<file path="src/shared/sct_defines.vh">
/*
 * Constants of the clock source and tuning block: offsets, fields, codes, keys.
 * Assumes one 25 MHz clock and a 32-bit AXI4-Lite register bus.
 */
// Notes on behaviour
// - PLL output is 32 times its input; it clocks the PWM.
// - ADC clock is PLL output over two.
// - PLL output over eight feeds the instruction clock mux.
// - Instruction clock: PLL over 16, or oscillator over 2.
// - Source comes from three configuration settings at reset.
// - Group 11/01/10/00: primary+PLL, RC+PLL, primary, RC.
// - Mode 10 crystal, 00 external clock, 11 internal RC.
// - Pin select: clock or I/O; crystal always drives oscillator.
// - Oscillator held until 1024 cycles on a 10-bit counter.
// - Start-up count in crystal mode only; restarts at reset, wake.
// - PLL gain fixed at 32.
// - Lock flag follows PLL lock, read-only in control.
// - External clock with output: pin carries oscillator over two.
// - External clock with I/O: pin released, feedback off.
// - RC powered unless external or crystal, or after failure.
// - Range select picks RC low or high range.
// - Tune from tune register, or sequence when enabled.
// - Tune 0111 at high range gives top RC frequency.
// - Sequencing and random dither change clock per PWM cycle.
// - Sequencing indexes eight tunes by rollover bits 5 to 3.
// - Random tune: low nibble of 15-bit LFSR, stepped on bit 3 toggle.
// - Failure: RC into current osc, fail flag set, switch cleared.
`ifndef SCT_DEFINES_VH
`define SCT_DEFINES_VH

`define SCT_OFF_CTRL     8'h00
`define SCT_OFF_TUNE     8'h04
`define SCT_OFF_SEQ      8'h08
`define SCT_OFF_KEY      8'h0C
`define SCT_OFF_STAT     8'h10

`define SCT_F_CUR        14:12
`define SCT_F_NOSC       10:8
`define SCT_B_LOCK       5
`define SCT_B_FAIL       3
`define SCT_B_TSEQ       2
`define SCT_B_PRCD       1
`define SCT_B_OSW        0
`define SCT_F_TUNE       3:0

`define SCT_GRP_PRI_PLL  2'b11
`define SCT_GRP_RC_PLL   2'b01
`define SCT_GRP_PRI      2'b10
`define SCT_GRP_RC       2'b00
`define SCT_MODE_XTAL    2'b10
`define SCT_MODE_EXT     2'b00
`define SCT_MODE_RC      2'b11

`define SCT_PLL_MULT     6'h20
`define SCT_ADC_MASK     4'h1
`define SCT_DIV8_MASK    4'h7
`define SCT_DIV16_MASK   4'hF
`define SCT_START_LAST   10'h3FF

`define SCT_KEY_LO1      8'h46
`define SCT_KEY_LO2      8'h57
`define SCT_KEY_HI1      8'h78
`define SCT_KEY_HI2      8'h9A
`define SCT_KS_IDLE      2'h0
`define SCT_KS_LO1       2'h1
`define SCT_KS_HI1       2'h2

`define SCT_LFSR_SEED    15'h7FFF
`define SCT_RESP_OKAY    2'h0
`define SCT_RESP_SLVERR  2'h2

`endif

</file>
<file path="src/rtl/sct_top.v">
/*
 * Clock source choice, start-up count, PLL clock enables, lock, pins, RC tuning.
 * Assumes all ticks are synchronous to clk_sys; derived clocks are enables.
 */
`timescale 1ns/1ps
`include "sct_defines.vh"
module sct_top (
    input  wire        clk_sys,
    input  wire        srst,
    input  wire [1:0]  oscillator_group_select,
    input  wire [1:0]  primary_osc_mode_select,
    input  wire        clock_out_pin_pin_function_select,
    input  wire        frc_high_range_select,
    input  wire        failsafe_monitor_enable,
    input  wire        clock_fail_detect,
    input  wire        wake_from_sleep,
    input  wire        clock_in_pin,
    input  wire        frc_tick,
    input  wire        pll_tick,
    input  wire [5:0]  pwm_roll_count,
    output reg         pwm_clk_en_q,
    output reg         adc_clk_en_q,
    output reg         pll_div8_en_q,
    output reg         instruction_cycle_clock_q,
    output reg         clock_out_pin_o_q,
    output reg         clock_out_pin_oe_q,
    output reg         clock_out_pin_gpio_release_q,
    output reg         osc_feedback_en_q,
    output reg         frc_power_en_q,
    output reg         frc_high_range_q,
    output reg  [3:0]  frc_tune_field_q,
    output reg         osc_released_q,
    input  wire [7:0]  s_axi_awaddr,
    input  wire        s_axi_awvalid,
    output reg         s_axi_awready,
    input  wire [31:0] s_axi_wdata,
    input  wire [3:0]  s_axi_wstrb,
    input  wire        s_axi_wvalid,
    output reg         s_axi_wready,
    output reg  [1:0]  s_axi_bresp,
    output reg         s_axi_bvalid,
    input  wire        s_axi_bready,
    input  wire [7:0]  s_axi_araddr,
    input  wire        s_axi_arvalid,
    output reg         s_axi_arready,
    output reg  [31:0] s_axi_rdata,
    output reg  [1:0]  s_axi_rresp,
    output reg         s_axi_rvalid,
    input  wire        s_axi_rready
);
    reg  [1:0]  cfg_mode_q;
    reg         cfg_pinf_q;
    reg  [2:0]  cur_q;
    reg  [2:0]  nosc_q;
    reg         fail_q;
    reg         osw_q;
    reg         tseq_q;
    reg         prcd_q;
    reg  [1:0]  key_st_q;
    reg         lo_arm_q;
    reg         hi_arm_q;
    reg         pin_prev_q;
    reg  [9:0]  st_cnt_q;
    reg         st_done_q;
    reg  [3:0]  div_q;
    reg         div8_half_q;
    reg         osc_half_q;
    reg  [6:0]  lock_cnt_q;
    reg         lock_raw_q;
    reg         lock_s1_q;
    reg         lock_s2_q;
    reg  [14:0] lfsr_q;
    reg         roll3_prev_q;
    reg         aw_hold_q;
    reg         w_hold_q;
    reg  [7:0]  awaddr_q;
    reg  [31:0] wdata_q;
    reg  [3:0]  wstrb_q;
    reg  [31:0] ctrl_rd;
    reg  [31:0] rd_mux;
    reg         rd_ok;
    wire [3:0]  mem_rd;
    wire [31:0] mem_all;

    wire pri_act  = cur_q[1];
    wire pll_on   = cur_q[0];
    wire xtal_act = pri_act & (cfg_mode_q == `SCT_MODE_XTAL);
    wire ext_act  = pri_act & (cfg_mode_q == `SCT_MODE_EXT);

    wire pin_rise = clock_in_pin & ~pin_prev_q;
    wire raw_tick = pri_act ? pin_rise : frc_tick;
    wire osc_ok   = st_done_q | ~xtal_act;
    wire osc_tick = raw_tick & osc_ok;
    wire pll_g    = pll_tick & osc_ok & pll_on;

    wire adc_tick  = pll_g & ((div_q & `SCT_ADC_MASK) == `SCT_ADC_MASK);
    wire div8_tick = pll_g & ((div_q & `SCT_DIV8_MASK) == `SCT_DIV8_MASK);
    wire half_tick = osc_tick & osc_half_q;
    wire mux_pll   = div8_tick & div8_half_q;
    wire instr_tick = pll_on ? mux_pll : half_tick;
    wire [6:0] lock_inc = lock_cnt_q + {6'h0, pll_g};

    wire wr_go  = aw_hold_q & w_hold_q & ~s_axi_bvalid;
    wire wr_ctl = wr_go & (awaddr_q == `SCT_OFF_CTRL);
    wire wr_tun = wr_go & (awaddr_q == `SCT_OFF_TUNE);
    wire wr_seq = wr_go & (awaddr_q == `SCT_OFF_SEQ);
    wire wr_key = wr_go & (awaddr_q == `SCT_OFF_KEY);
    wire wr_hit = wr_ctl | wr_tun | wr_seq | wr_key |
                  (awaddr_q == `SCT_OFF_STAT);
    wire [7:0] key_b = wdata_q[7:0];

    // Entry 0 is the primary tune value; entries 1 to 7 are the sequence.
    wire [7:0] mem_we = {{2{wr_seq & wstrb_q[3]}}, {2{wr_seq & wstrb_q[2]}},
                         {2{wr_seq & wstrb_q[1]}}, wr_seq & wstrb_q[0],
                         wr_tun & wstrb_q[0]};
    wire [31:0] mem_wd = wr_tun ? {28'h0, wdata_q[`SCT_F_TUNE]} : wdata_q;

    sct_tune_mem u_mem (
        .clk_sys   (clk_sys),
        .srst      (srst),
        .wr_en     (mem_we),
        .wr_data   (mem_wd),
        .rd_idx    (pwm_roll_count[5:3]),
        .rd_data_q (mem_rd),
        .all_q     (mem_all)
    );

    always @(posedge clk_sys) begin
        if (srst) begin
            cfg_mode_q <= primary_osc_mode_select;
            cfg_pinf_q <= clock_out_pin_pin_function_select;
            cur_q      <= {1'b0, oscillator_group_select};
            nosc_q     <= {1'b0, oscillator_group_select};
            fail_q     <= 1'b0;
            osw_q      <= 1'b0;
            tseq_q     <= 1'b0;
            prcd_q     <= 1'b0;
        end else begin
            if (wr_ctl & lo_arm_q & wstrb_q[0]) begin
                tseq_q <= wdata_q[`SCT_B_TSEQ];
                prcd_q <= wdata_q[`SCT_B_PRCD];
                osw_q  <= wdata_q[`SCT_B_OSW];
                if (!wdata_q[`SCT_B_FAIL]) begin
                    fail_q <= 1'b0;
                end
            end
            if (wr_ctl & hi_arm_q & wstrb_q[1]) begin
                nosc_q <= wdata_q[`SCT_F_NOSC];
            end
            // A switch moves between groups only; PLL use stays as configured.
            if (osw_q) begin
                cur_q  <= {1'b0, nosc_q[1], cur_q[0]};
                osw_q  <= 1'b0;
            end
            // Failure handling comes last so that it wins over software.
            if (clock_fail_detect & failsafe_monitor_enable) begin
                cur_q  <= {1'b0, 1'b0, cur_q[0]};
                fail_q <= 1'b1;
                osw_q  <= 1'b0;
            end
        end
    end

    // Unlock keys must arrive back to back; any other write disarms.
    always @(posedge clk_sys) begin
        if (srst) begin
            key_st_q <= `SCT_KS_IDLE;
            lo_arm_q <= 1'b0;
            hi_arm_q <= 1'b0;
        end else if (wr_go) begin
            key_st_q <= `SCT_KS_IDLE;
            lo_arm_q <= 1'b0;
            hi_arm_q <= 1'b0;
            if (wr_key & wstrb_q[0]) begin
                case (key_st_q)
                    `SCT_KS_LO1: begin
                        lo_arm_q <= (key_b == `SCT_KEY_LO2);
                    end
                    `SCT_KS_HI1: begin
                        hi_arm_q <= (key_b == `SCT_KEY_HI2);
                    end
                    default: begin
                        key_st_q <= `SCT_KS_IDLE;
                    end
                endcase
                if (key_b == `SCT_KEY_LO1) begin
                    key_st_q <= `SCT_KS_LO1;
                end else if (key_b == `SCT_KEY_HI1) begin
                    key_st_q <= `SCT_KS_HI1;
                end
            end
        end
    end

    always @(posedge clk_sys) begin
        if (srst) begin
            pin_prev_q  <= clock_in_pin;
            st_cnt_q    <= 10'h000;
            st_done_q   <= 1'b0;
            div_q       <= 4'h0;
            div8_half_q <= 1'b0;
            osc_half_q  <= 1'b0;
            lock_cnt_q  <= 7'h00;
            lock_raw_q  <= 1'b0;
        end else begin
            pin_prev_q <= clock_in_pin;
            if (wake_from_sleep) begin
                st_cnt_q  <= 10'h000;
                st_done_q <= 1'b0;
            end else if (xtal_act & pin_rise & ~st_done_q) begin
                st_cnt_q <= st_cnt_q + 10'h001;
                if (st_cnt_q == `SCT_START_LAST) begin
                    st_done_q <= 1'b1;
                end
            end
            if (pll_g) begin
                div_q <= div_q + 4'h1;
            end
            if (div8_tick) begin
                div8_half_q <= ~div8_half_q;
            end
            if (osc_tick) begin
                osc_half_q <= ~osc_half_q;
            end
            // Lock means exactly 32 PLL edges fell in one oscillator period.
            if (!pll_on) begin
                lock_cnt_q <= 7'h00;
                lock_raw_q <= 1'b0;
            end else if (osc_tick) begin
                lock_cnt_q <= 7'h00;
                lock_raw_q <= (lock_inc == {1'b0, `SCT_PLL_MULT});
            end else if (lock_cnt_q[6] == 1'b0) begin
                lock_cnt_q <= lock_inc;
            end
        end
    end

    // Lock crosses into the instruction clock before it is shown.
    always @(posedge clk_sys) begin
        if (srst) begin
            lock_s1_q <= 1'b0;
            lock_s2_q <= 1'b0;
        end else if (instr_tick) begin
            lock_s1_q <= lock_raw_q;
            lock_s2_q <= lock_s1_q;
        end
    end

    // Pseudo-random dither steps each time rollover bit three changes.
    always @(posedge clk_sys) begin
        if (srst) begin
            lfsr_q       <= `SCT_LFSR_SEED;
            roll3_prev_q <= 1'b0;
        end else begin
            roll3_prev_q <= pwm_roll_count[3];
            if (pwm_roll_count[3] != roll3_prev_q) begin
                lfsr_q <= {lfsr_q[13:0], lfsr_q[14] ^ lfsr_q[13]};
            end
        end
    end

    always @(posedge clk_sys) begin
        if (srst) begin
            pwm_clk_en_q              <= 1'b0;
            adc_clk_en_q              <= 1'b0;
            pll_div8_en_q             <= 1'b0;
            instruction_cycle_clock_q <= 1'b0;
            clock_out_pin_o_q         <= 1'b0;
            clock_out_pin_oe_q        <= 1'b0;
            clock_out_pin_gpio_release_q       <= 1'b0;
            osc_feedback_en_q         <= 1'b0;
            frc_power_en_q            <= 1'b0;
            frc_high_range_q          <= 1'b0;
            frc_tune_field_q          <= 4'h0;
            osc_released_q            <= 1'b0;
        end else begin
            pwm_clk_en_q              <= pll_g;
            adc_clk_en_q              <= adc_tick;
            pll_div8_en_q             <= div8_tick;
            instruction_cycle_clock_q <= instr_tick;
            osc_released_q            <= osc_ok;
            osc_feedback_en_q         <= xtal_act;
            if (xtal_act) begin
                clock_out_pin_oe_q  <= 1'b1;
                clock_out_pin_o_q   <= clock_in_pin;
                clock_out_pin_gpio_release_q <= 1'b0;
            end else if (cfg_pinf_q) begin
                clock_out_pin_oe_q  <= 1'b1;
                clock_out_pin_o_q   <= osc_half_q;
                clock_out_pin_gpio_release_q <= 1'b0;
            end else begin
                clock_out_pin_oe_q  <= 1'b0;
                clock_out_pin_o_q   <= 1'b0;
                clock_out_pin_gpio_release_q <= 1'b1;
            end
            frc_power_en_q   <= ~(xtal_act | ext_act) | fail_q;
            frc_high_range_q <= frc_high_range_select;
            if (prcd_q) begin
                frc_tune_field_q <= lfsr_q[3:0];
            end else if (tseq_q) begin
                frc_tune_field_q <= mem_rd;
            end else begin
                frc_tune_field_q <= mem_all[`SCT_F_TUNE];
            end
        end
    end

    always @* begin
        ctrl_rd              = 32'h0;
        ctrl_rd[`SCT_F_CUR]  = cur_q;
        ctrl_rd[`SCT_F_NOSC] = nosc_q;
        ctrl_rd[`SCT_B_LOCK] = lock_s2_q;
        ctrl_rd[`SCT_B_FAIL] = fail_q;
        ctrl_rd[`SCT_B_TSEQ] = tseq_q;
        ctrl_rd[`SCT_B_PRCD] = prcd_q;
        ctrl_rd[`SCT_B_OSW]  = osw_q;
        rd_ok  = 1'b1;
        rd_mux = 32'h0;
        case (s_axi_araddr)
            `SCT_OFF_CTRL: begin
                rd_mux = ctrl_rd;
            end
            `SCT_OFF_TUNE: begin
                rd_mux = {28'h0, mem_all[`SCT_F_TUNE]};
            end
            `SCT_OFF_SEQ: begin
                rd_mux = {mem_all[31:4], 4'h0};
            end
            `SCT_OFF_KEY: begin
                rd_mux = {30'h0, hi_arm_q, lo_arm_q};
            end
            `SCT_OFF_STAT: begin
                rd_mux = {20'h0, frc_tune_field_q, 3'h0, frc_power_en_q,
                          ext_act, xtal_act, pll_on, osc_ok};
            end
            default: begin
                rd_ok = 1'b0;
            end
        endcase
    end

    // AXI4-Lite slave: address and data are taken in either order.
    always @(posedge clk_sys) begin
        if (srst) begin
            aw_hold_q     <= 1'b0;
            w_hold_q      <= 1'b0;
            awaddr_q      <= 8'h00;
            wdata_q       <= 32'h0;
            wstrb_q       <= 4'h0;
            s_axi_awready <= 1'b1;
            s_axi_wready  <= 1'b1;
            s_axi_bvalid  <= 1'b0;
            s_axi_bresp   <= `SCT_RESP_OKAY;
            s_axi_arready <= 1'b1;
            s_axi_rvalid  <= 1'b0;
            s_axi_rdata   <= 32'h0;
            s_axi_rresp   <= `SCT_RESP_OKAY;
        end else begin
            if (s_axi_awvalid & s_axi_awready) begin
                aw_hold_q     <= 1'b1;
                awaddr_q      <= s_axi_awaddr;
                s_axi_awready <= 1'b0;
            end
            if (s_axi_wvalid & s_axi_wready) begin
                w_hold_q     <= 1'b1;
                wdata_q      <= s_axi_wdata;
                wstrb_q      <= s_axi_wstrb;
                s_axi_wready <= 1'b0;
            end
            if (wr_go) begin
                s_axi_bvalid <= 1'b1;
                s_axi_bresp  <= wr_hit ? `SCT_RESP_OKAY : `SCT_RESP_SLVERR;
            end
            if (s_axi_bvalid & s_axi_bready) begin
                s_axi_bvalid  <= 1'b0;
                aw_hold_q     <= 1'b0;
                w_hold_q      <= 1'b0;
                s_axi_awready <= 1'b1;
                s_axi_wready  <= 1'b1;
            end
            if (s_axi_arvalid & s_axi_arready) begin
                s_axi_arready <= 1'b0;
                s_axi_rvalid  <= 1'b1;
                s_axi_rdata   <= rd_mux;
                s_axi_rresp   <= rd_ok ? `SCT_RESP_OKAY : `SCT_RESP_SLVERR;
            end
            if (s_axi_rvalid & s_axi_rready) begin
                s_axi_rvalid  <= 1'b0;
                s_axi_arready <= 1'b1;
            end
        end
    end
endmodule

</file>
<file path="src/rtl/sct_tune_mem.v">
/*
 * Eight 4-bit tune entries: per-entry writes, registered indexed read, readback.
 * Assumes clk_sys and a synchronous active-high reset.
 */
`timescale 1ns/1ps
module sct_tune_mem (
    input  wire        clk_sys,
    input  wire        srst,
    input  wire [7:0]  wr_en,
    input  wire [31:0] wr_data,
    input  wire [2:0]  rd_idx,
    output reg  [3:0]  rd_data_q,
    output wire [31:0] all_q
);
    reg [3:0] ent_q [0:7];

    genvar g;
    generate
        for (g = 0; g < 8; g = g + 1) begin : ent
            always @(posedge clk_sys) begin
                if (srst) begin
                    ent_q[g] <= 4'h0;
                end else if (wr_en[g]) begin
                    ent_q[g] <= wr_data[4*g+3:4*g];
                end
            end
            assign all_q[4*g+3:4*g] = ent_q[g];
        end
    endgenerate

    always @(posedge clk_sys) begin
        if (srst) begin
            rd_data_q <= 4'h0;
        end else begin
            rd_data_q <= ent_q[rd_idx];
        end
    end
endmodule

</file>
<file path="config.mk">
export PLATFORM = sky130hd
export DESIGN_NAME = sct_top
export DESIGN_NICKNAME = d
export VERILOG_FILES = /design/src/rtl/sct_top.v /design/src/rtl/sct_tune_mem.v
export VERILOG_INCLUDE_DIRS = /design/src /design/src/shared
export SDC_FILE = /design/constraint.sdc
export NUM_CORES = 1
export LEC_CHECK = 0
export CELL_PAD_IN_SITES_DETAIL_PLACEMENT = 1
export CELL_PAD_IN_SITES_GLOBAL_PLACEMENT = 1
export CORE_UTILIZATION = 50
export CTS_BUF_LIST = sky130_fd_sc_hd__clkbuf_8
export CTS_CLUSTER_SIZE = 40
export DETAILED_ROUTE_END_ITERATION = 6
export DONT_BUFFER_PORTS = 1
export GPL_ROUTABILITY_DRIVEN = 0
export PLACE_DENSITY_LB_ADDON = 0.3
export SYNTH_ARGS = -nofsm -noshare
export SYNTH_HDL_FRONTEND = slang
export SYNTH_SLANG_ARGS = --single-unit
</file>
<file path="constraint.sdc">
create_clock -name clk_sys -period 3 [get_ports clk_sys]
set_input_delay 0.45 -clock clk_sys [delete_from_list [all_inputs] [get_ports clk_sys]]
set_output_delay 0.45 -clock clk_sys [all_outputs]
set_load 0.005 [all_outputs]
</file>
After elaboration in Yosys (flattened, before gate mapping)

Memory sizes are Yosys's and may differ from the RTL's. A register that Yosys moved wholly into a read port is not among the register bits.
Index checks and enable logic that the tools add are counted.

Register bits: 162
Bits in writable memories: 32
Input port bits: 77
Output and inout port bits: 56
Word-level logic and storage cells: 205
Memories: 1

Memories:

| name        | words | width | rd ports | clocked after memory_dff | write ports | line              | RTL |
|---|---|---|---|---|---|---|---|
| u_mem.ent_q | 8     | 4     | 9        | 1                        | 8           | sct_tune_mem.v:15 | `reg [3:0] ent_q [0:7];` |

Add/subtract/negate cells: 3
Equal/unequal tests: 20
Multiplexer cells: 55
Bitwise operators: 59
Reduce and logical (&&, ||, !) cells: 16

Operators by type and width:

| cell                                                 | number |
|---|---|
| case mux 32 bit (5 select lines)                     | 1 |
| 2-to-1 mux 4 bit                                     | 10 |
| bitwise AND 1 bit                                    | 34 |
| equality test 8 x 4 -> 1 bit (second input constant) | 4 |
| 2-to-1 mux 1 bit                                     | 32 |
| 2-to-1 mux 32 bit                                    | 1 |
| equality test 8 x 7 -> 1 bit (second input constant) | 3 |
| 2-to-1 mux 2 bit                                     | 10 |
| equality test 8 x 3 -> 1 bit (second input constant) | 2 |
| equality test 8 x 5 -> 1 bit (second input constant) | 2 |
| logical NOT 8 bit                                    | 2 |
| bitwise OR 1 bit                                     | 15 |
| adder 10 x 1 -> 10 bit (second input constant)       | 1 |
| equality test 10 bit (second input constant)         | 1 |
| OR reduction 2 bit                                   | 5 |
| NOT 1 bit                                            | 9 |
| equality test 8 bit (second input constant)          | 1 |
| adder 7 x 1 -> 7 bit                                 | 1 |
| equality test 7 x 6 -> 1 bit (second input constant) | 1 |
| 2-to-1 mux 7 bit                                     | 1 |
| OR reduction 5 bit                                   | 1 |
| adder 4 x 1 -> 4 bit (second input constant)         | 1 |
| equality test 2 bit (second input constant)          | 2 |
| AND reduction 2 bit                                  | 2 |
| other kinds (10)                                     | 11 |

Logic depth before layout (Yosys ltp)

Depth after elaboration: 9
Mapped depth: 11
Mapped depth without buffers: 10

Modules after synthesis

From an unflattened synthesis, not the netlist that was laid out.

Cells, all modules: 847
Area total of the unflattened synthesis: 8147.8 µm²

By module, submodules not included:

| module       | instances | cells an instance | area an instance (µm²) | seq. area each (µm²) |
|---|---|---|---|---|
| sct_top      | 1         | 742               | 6536.3                 | 3253.1 |
| sct_tune_mem | 1         | 105               | 1611.5                 | 1041.0 |

Worst setup path before layout

Ideal clock, no wire load.

Path type: flip-flop to flip-flop
From: reg cfg_mode_q[0]
To: reg lock_raw_q
Library setup time: 0.087 ns
Data arrival time: 2.509 ns
Data required time: 2.913 ns
Setup slack: 0.404 ns
Cell stages (with the launch flop): 12
Buffers on the path: 1
Period minus slack after synthesis: 2.596 ns
Cell sequence: edfxtp_1 and4bb_2 clkbuf_1 nor2_1 ha_1 ha_1 and3_1 nand3_1 ha_1 nor4_1 nand4b_1 o31ai_1

Cells in the longest elaborated chain, start to end: 8
Elaborated cells between the ends (all ways): 9
Classes of those cells: add/sub (1); eq/ne (2); bitwise (6)

Ends and longest elaborated chain:

| item                           | line          | RTL |
|---|---|---|
| start: declaration             | sct_top.v:51  | `reg [1:0] cfg_mode_q;` |
| start signal: assignment       | sct_top.v:130 | `cfg_mode_q <= primary_osc_mode_select;` |
| equality test 2 bit (no line)  | n/a           |  |
| bitwise AND 1 bit              | sct_top.v:87  | `` wire xtal_act = pri_act & (cfg_mode_q == `SCT_MODE_XTAL); `` |
| NOT 1 bit                      | sct_top.v:92  | `wire osc_ok = st_done_q \| ~xtal_act;` |
| bitwise OR 1 bit               | sct_top.v:92  |  |
| bitwise AND 1 bit (2 in a row) | sct_top.v:94  | `wire pll_g = pll_tick & osc_ok & pll_on;` |
| via pll_g                      | sct_top.v:94  |  |
| adder 7 x 1 -> 7 bit           | sct_top.v:101 | `wire [6:0] lock_inc = lock_cnt_q + {6'h0, pll_g};` |
| equality test 7 x 6 -> 1 bit   | sct_top.v:231 | `` lock_raw_q <= (lock_inc == {1'b0, `SCT_PLL_MULT}); `` |
| end signal: assignment         | sct_top.v:231 |  |
| end: declaration               | sct_top.v:69  | `reg lock_raw_q;` |

The timed path passes the listed nets, and every way through them passes these cells.
A chain may end at the register's enable or synchronous reset.

Worst setup path after layout

From: reg cfg_mode_q[1]
To: reg lock_raw_q

Same word-level chain as after synthesis.

==> flow_summary.yaml <==
detailed_routing:
  finalWirelength_mm: 19.7
  highest_layer: "met4"
  dr.pass1.iters: 4
  final_antenna_net_count: 0
  wl_met2_mm: 9.59
  drt_iter0_markers: 325
  dr_total_vias: 5907
  drc: 0
  wl_per_cell_um: 19.2
  wl_met3_um: 814
  drt-vias-per-instance: 5.77
  wirelength_met1_mm: 8.82
pwr:
  p_comb_share_pct: 6.4
  p_switching_uw: 1170
  p_int_uw: 3660
  seqPwrFrac_pct: 59.3
  p_leak_uw: 0.00305
  p_sw_share_pct: 24.3
  clkPwrFrac_pct: 34.3
  ir_drop_mv: 0.282
  power.density_nw_per_um2: 573
synth:
  synthSimpleGateAreaFrac_pct: 23.1
  synth-main-ff-cell: "dfxtp_1"
  yosys_warnings: 0
  synth.ff_latch_count: 195
  postSynth.asyncResetShare_pct: 0
  synth-edff-count: 39
  syn_avg_cell_area_um2: 9.64
  ys_seq_area_share_pct: 54.1
  synth_cells: 823
  synthAdderAreaFrac_pct: 0.946
  synth_compound_area_share_pct: 11.2
  synth_xor_area_share_pct: 1.77
  syn_area_um2: 7930
  synth.mux.area_fraction_pct: 5.74
  synth_top_family_by_area: "simple AND/OR/NAND/NOR gates"
  synth_cell_type_count: 58
worst_setup_path:
  crit_type: "register to register"
  r2r_start: "cfg_mode_q[1]"
  path_max_fanout: 4
  rr_endpoint: "lock_raw_q"
  crit_path_end_kind: "register"
  critPathArrivalTime_ns: 3.06
  critPathLaunchType: "register"
  required_ns: 3.38
  reg2reg_depth: 10
  r2r_setup_slack_ns: 0.32
global_route:
  grt_max_degree: 147
  grt_pass1_wl_mm: 31.4
  grt_antenna_before_repair: 1
  grt_overflow: 0
  grt_pass1_vias: 6134
  grt.total_usage_pct: 24.8
hold_path:
  holdPathStages: 1
  min_to: "div_q[0]"
  min_from: "srst"
  hold_path.class: "input port to register"
timing:
  fin_crit_sh_pct: 89.2
  min_period_ns: 2.68
  fin_worst_skew_ns: 0.0156
  setup_viol: 0
  slew_violations: 0
  fin_tns_setup_ns: 0
  worst_slack_ns: 0.325
  hold_viol_final: 0
  tightest_slew_ns: 1.19
  max_freq_ghz: 0.374
  rsz0062_at_grt: "false"
  relSlewSlack_pct: 20.0
floorplanning:
  ioPinCount: 133
  die_x_um: 128
  floorplan.initialDensity_pct: 51.8
  coreArea_um2: 15300
  dieArea_um2: 16400
  fp.dieH_um: 128
  rows: 45
clocking:
  cts_resized: 0
  numCtsBuffers: 17
  cts_setup_buffers: 0
  cts.sinks: 195
  cts_tree: "done"
  clk_latency_ns: 0.46
  cts_root_buf: "clkbuf_8"
  h-tree-depth: 4
  cts_buffer_depth: 2
  clkTransAtPathRegs_ns: 0.09
run:
  cap_violations: 0
placed_design:
  dp_hpwl_mm: 14.3
  post-place-ws_ns: 0.356
  io_buffers: 0
status:
  status: "complete, no violations"
finish:
  final_net_count: 882
  drive_gt1_share_pct: 7.76
  area_growth_pct: 6.45
routing by layer:
metal	vias up	global-route usage (%)
li1	2824	-
met1	2892	30.8
met2	155	42.2
met3	36	5.51
met4	0	9.48
met5	-	0
worst max path at each step:
stage / from / end / slack (ns) / depth (start not counted)
after floorplan: cfg_mode_q[0] / lock_raw_q / 0.40 / 11
after global placement: cfg_mode_q[1] / lock_raw_q / 0.49 / 10
after detailed placement: cfg_mode_q[1] / lock_raw_q / 0.36 / 10
after CTS: cfg_mode_q[1] / lock_raw_q / 0.32 / 10
after global routing: cfg_mode_q[1] / lock_raw_q / 0.10 / 10
final: cfg_mode_q[1] / lock_raw_q / 0.32 / 10
cells in the mapped netlist (3+ instances only):
cell type / n / area share [%]
dfxtp_1: 156 / 39
nand2_1: 137 / 6.5
a21oi_1: 75 / 4.7
nor2_1: 67 / 3.2
clkbuf_1: 45 / 2.1
and2_1: 41 / 3.2
edfxtp_1: 39 / 15
mux2i_1: 23 / 2.9
o21ai_0: 22 / 1.4
a32oi_1: 21 / 2.3
nand3b_1: 19 / 1.8
nand3_1: 18 / 1.1
nor3_1: 13 / 0.82
nor2b_1: 12 / 0.95
inv_1: 9 / 0.43
nand4_1: 9 / 0.71
xnor2_1: 9 / 0.99
mux4_2: 8 / 2.3
nand2b_1: 8 / 0.63
o31ai_1: 7 / 0.66
xor2_1: 7 / 0.77
ha_1: 6 / 0.95
nor3b_1: 5 / 0.47
nor4_1: 5 / 0.39
or3_1: 5 / 0.39
a21o_1: 4 / 0.38
mux2_2: 4 / 0.57
or2_2: 4 / 0.32
and3_1: 3 / 0.24
nor4b_2: 3 / 0.57
or4_1: 3 / 0.28
sequential cells by signal, indices dropped and copies added, names as in the netlist, 2 cells and up:
signal            flops
st_cnt_q             10
cfg_mode_q            2
wstrb_q               4
wdata_q              32
s_axi_rdata          32
lfsr_q               15
nosc_q                3
u_mem.ent_q          32
awaddr_q              8
u_mem.rd_data_q       4
frc_tune_field_q      4
cur_q                 2
div_q                 3
lock_cnt_q            7
key_st_q              2
cell usage in the layout (no fill, tap or decap), types with 9 or more instances in the layout:
| master | n |
|---|---|
| dfxtp_1 | 156 |
| nand2_1 | 137 |
| a21oi_1 | 75 |
| nor2_1 | 67 |
| and2_1 | 41 |
| edfxtp_1 | 39 |
| mux2i_1 | 23 |
| o21ai_0 | 22 |
| a32oi_1 | 21 |
| nand3b_1 | 19 |
| nand3_1 | 18 |
| clkbuf_8 | 18 |
| nor3_1 | 13 |
| nor2b_1 | 12 |
| inv_1 | 11 |
| nand4_1 | 9 |
| xnor2_1 | 9 |
stage by stage:
step	std cells	utilization, %	cell area [µm²]	total power [µW]	hold WS (ns)
finish	1024	55.1	8440	4840	0.0597
global route	1024	55.1	8440	5020	0.0309
CTS	1023	55.1	8440	4870	0.0345
detailed placement	990	52.5	8040	3240	0.443
global placement	990	52.5	8040	3210	0.439
floorplan	824	-	7940	3180	0.432
layout make-up:
| type | count | area (µm²) |
|---|---|---|
| inverters | 9 | 33.8 |
| clock inverters | 14 | 140 |
| clock buffers | 18 | 248 |
| flip-flops and latches | 195 | 4290 |
| fillers | 1729 | 6870 |
| diodes | 1 | 2.50 |
| multi-input cells | 569 | 3410 |
| well taps | 211 | 264 |
| repair buffers | 7 | 55.1 |
critical path, cell delays in order, from the launching register on:
cell      delay, ns
edfxtp_1       0.43
and4bb_2       0.27
nor2_1         0.30
ha_1           0.25
ha_1           0.26
and3_1         0.21
nand3_1        0.09
ha_1           0.31
nor4_1         0.17
nand4b_1       0.13
o31ai_1        0.19
what timing repair did:
action | in CTS | in global routing
hold buffers | 1 | 0
hold endpoints to repair | 1 | 0
setup endpoints to repair | 0 | 0
power groups by stage:
stage	Clock, µW	Combinational (µW)	Sequential (µW)
5_1_grt	1780	353	2880
4_1_cts	1690	315	2870
3_3_place_gp	0	286	2920
3_5_place_dp	0	310	2930
6_report	1660	312	2870
2_1_floorplan	0	287	2890
logic make-up after synthesis:
kind of cell / Yosys count
xor+xnor: 16
fa+ha+maj: 6
mux: 35
flops: 195
buf+inv: 60
compound gates: 146
simple gates: 364
other cells: 1
Power figures use the tool's default switching activity.
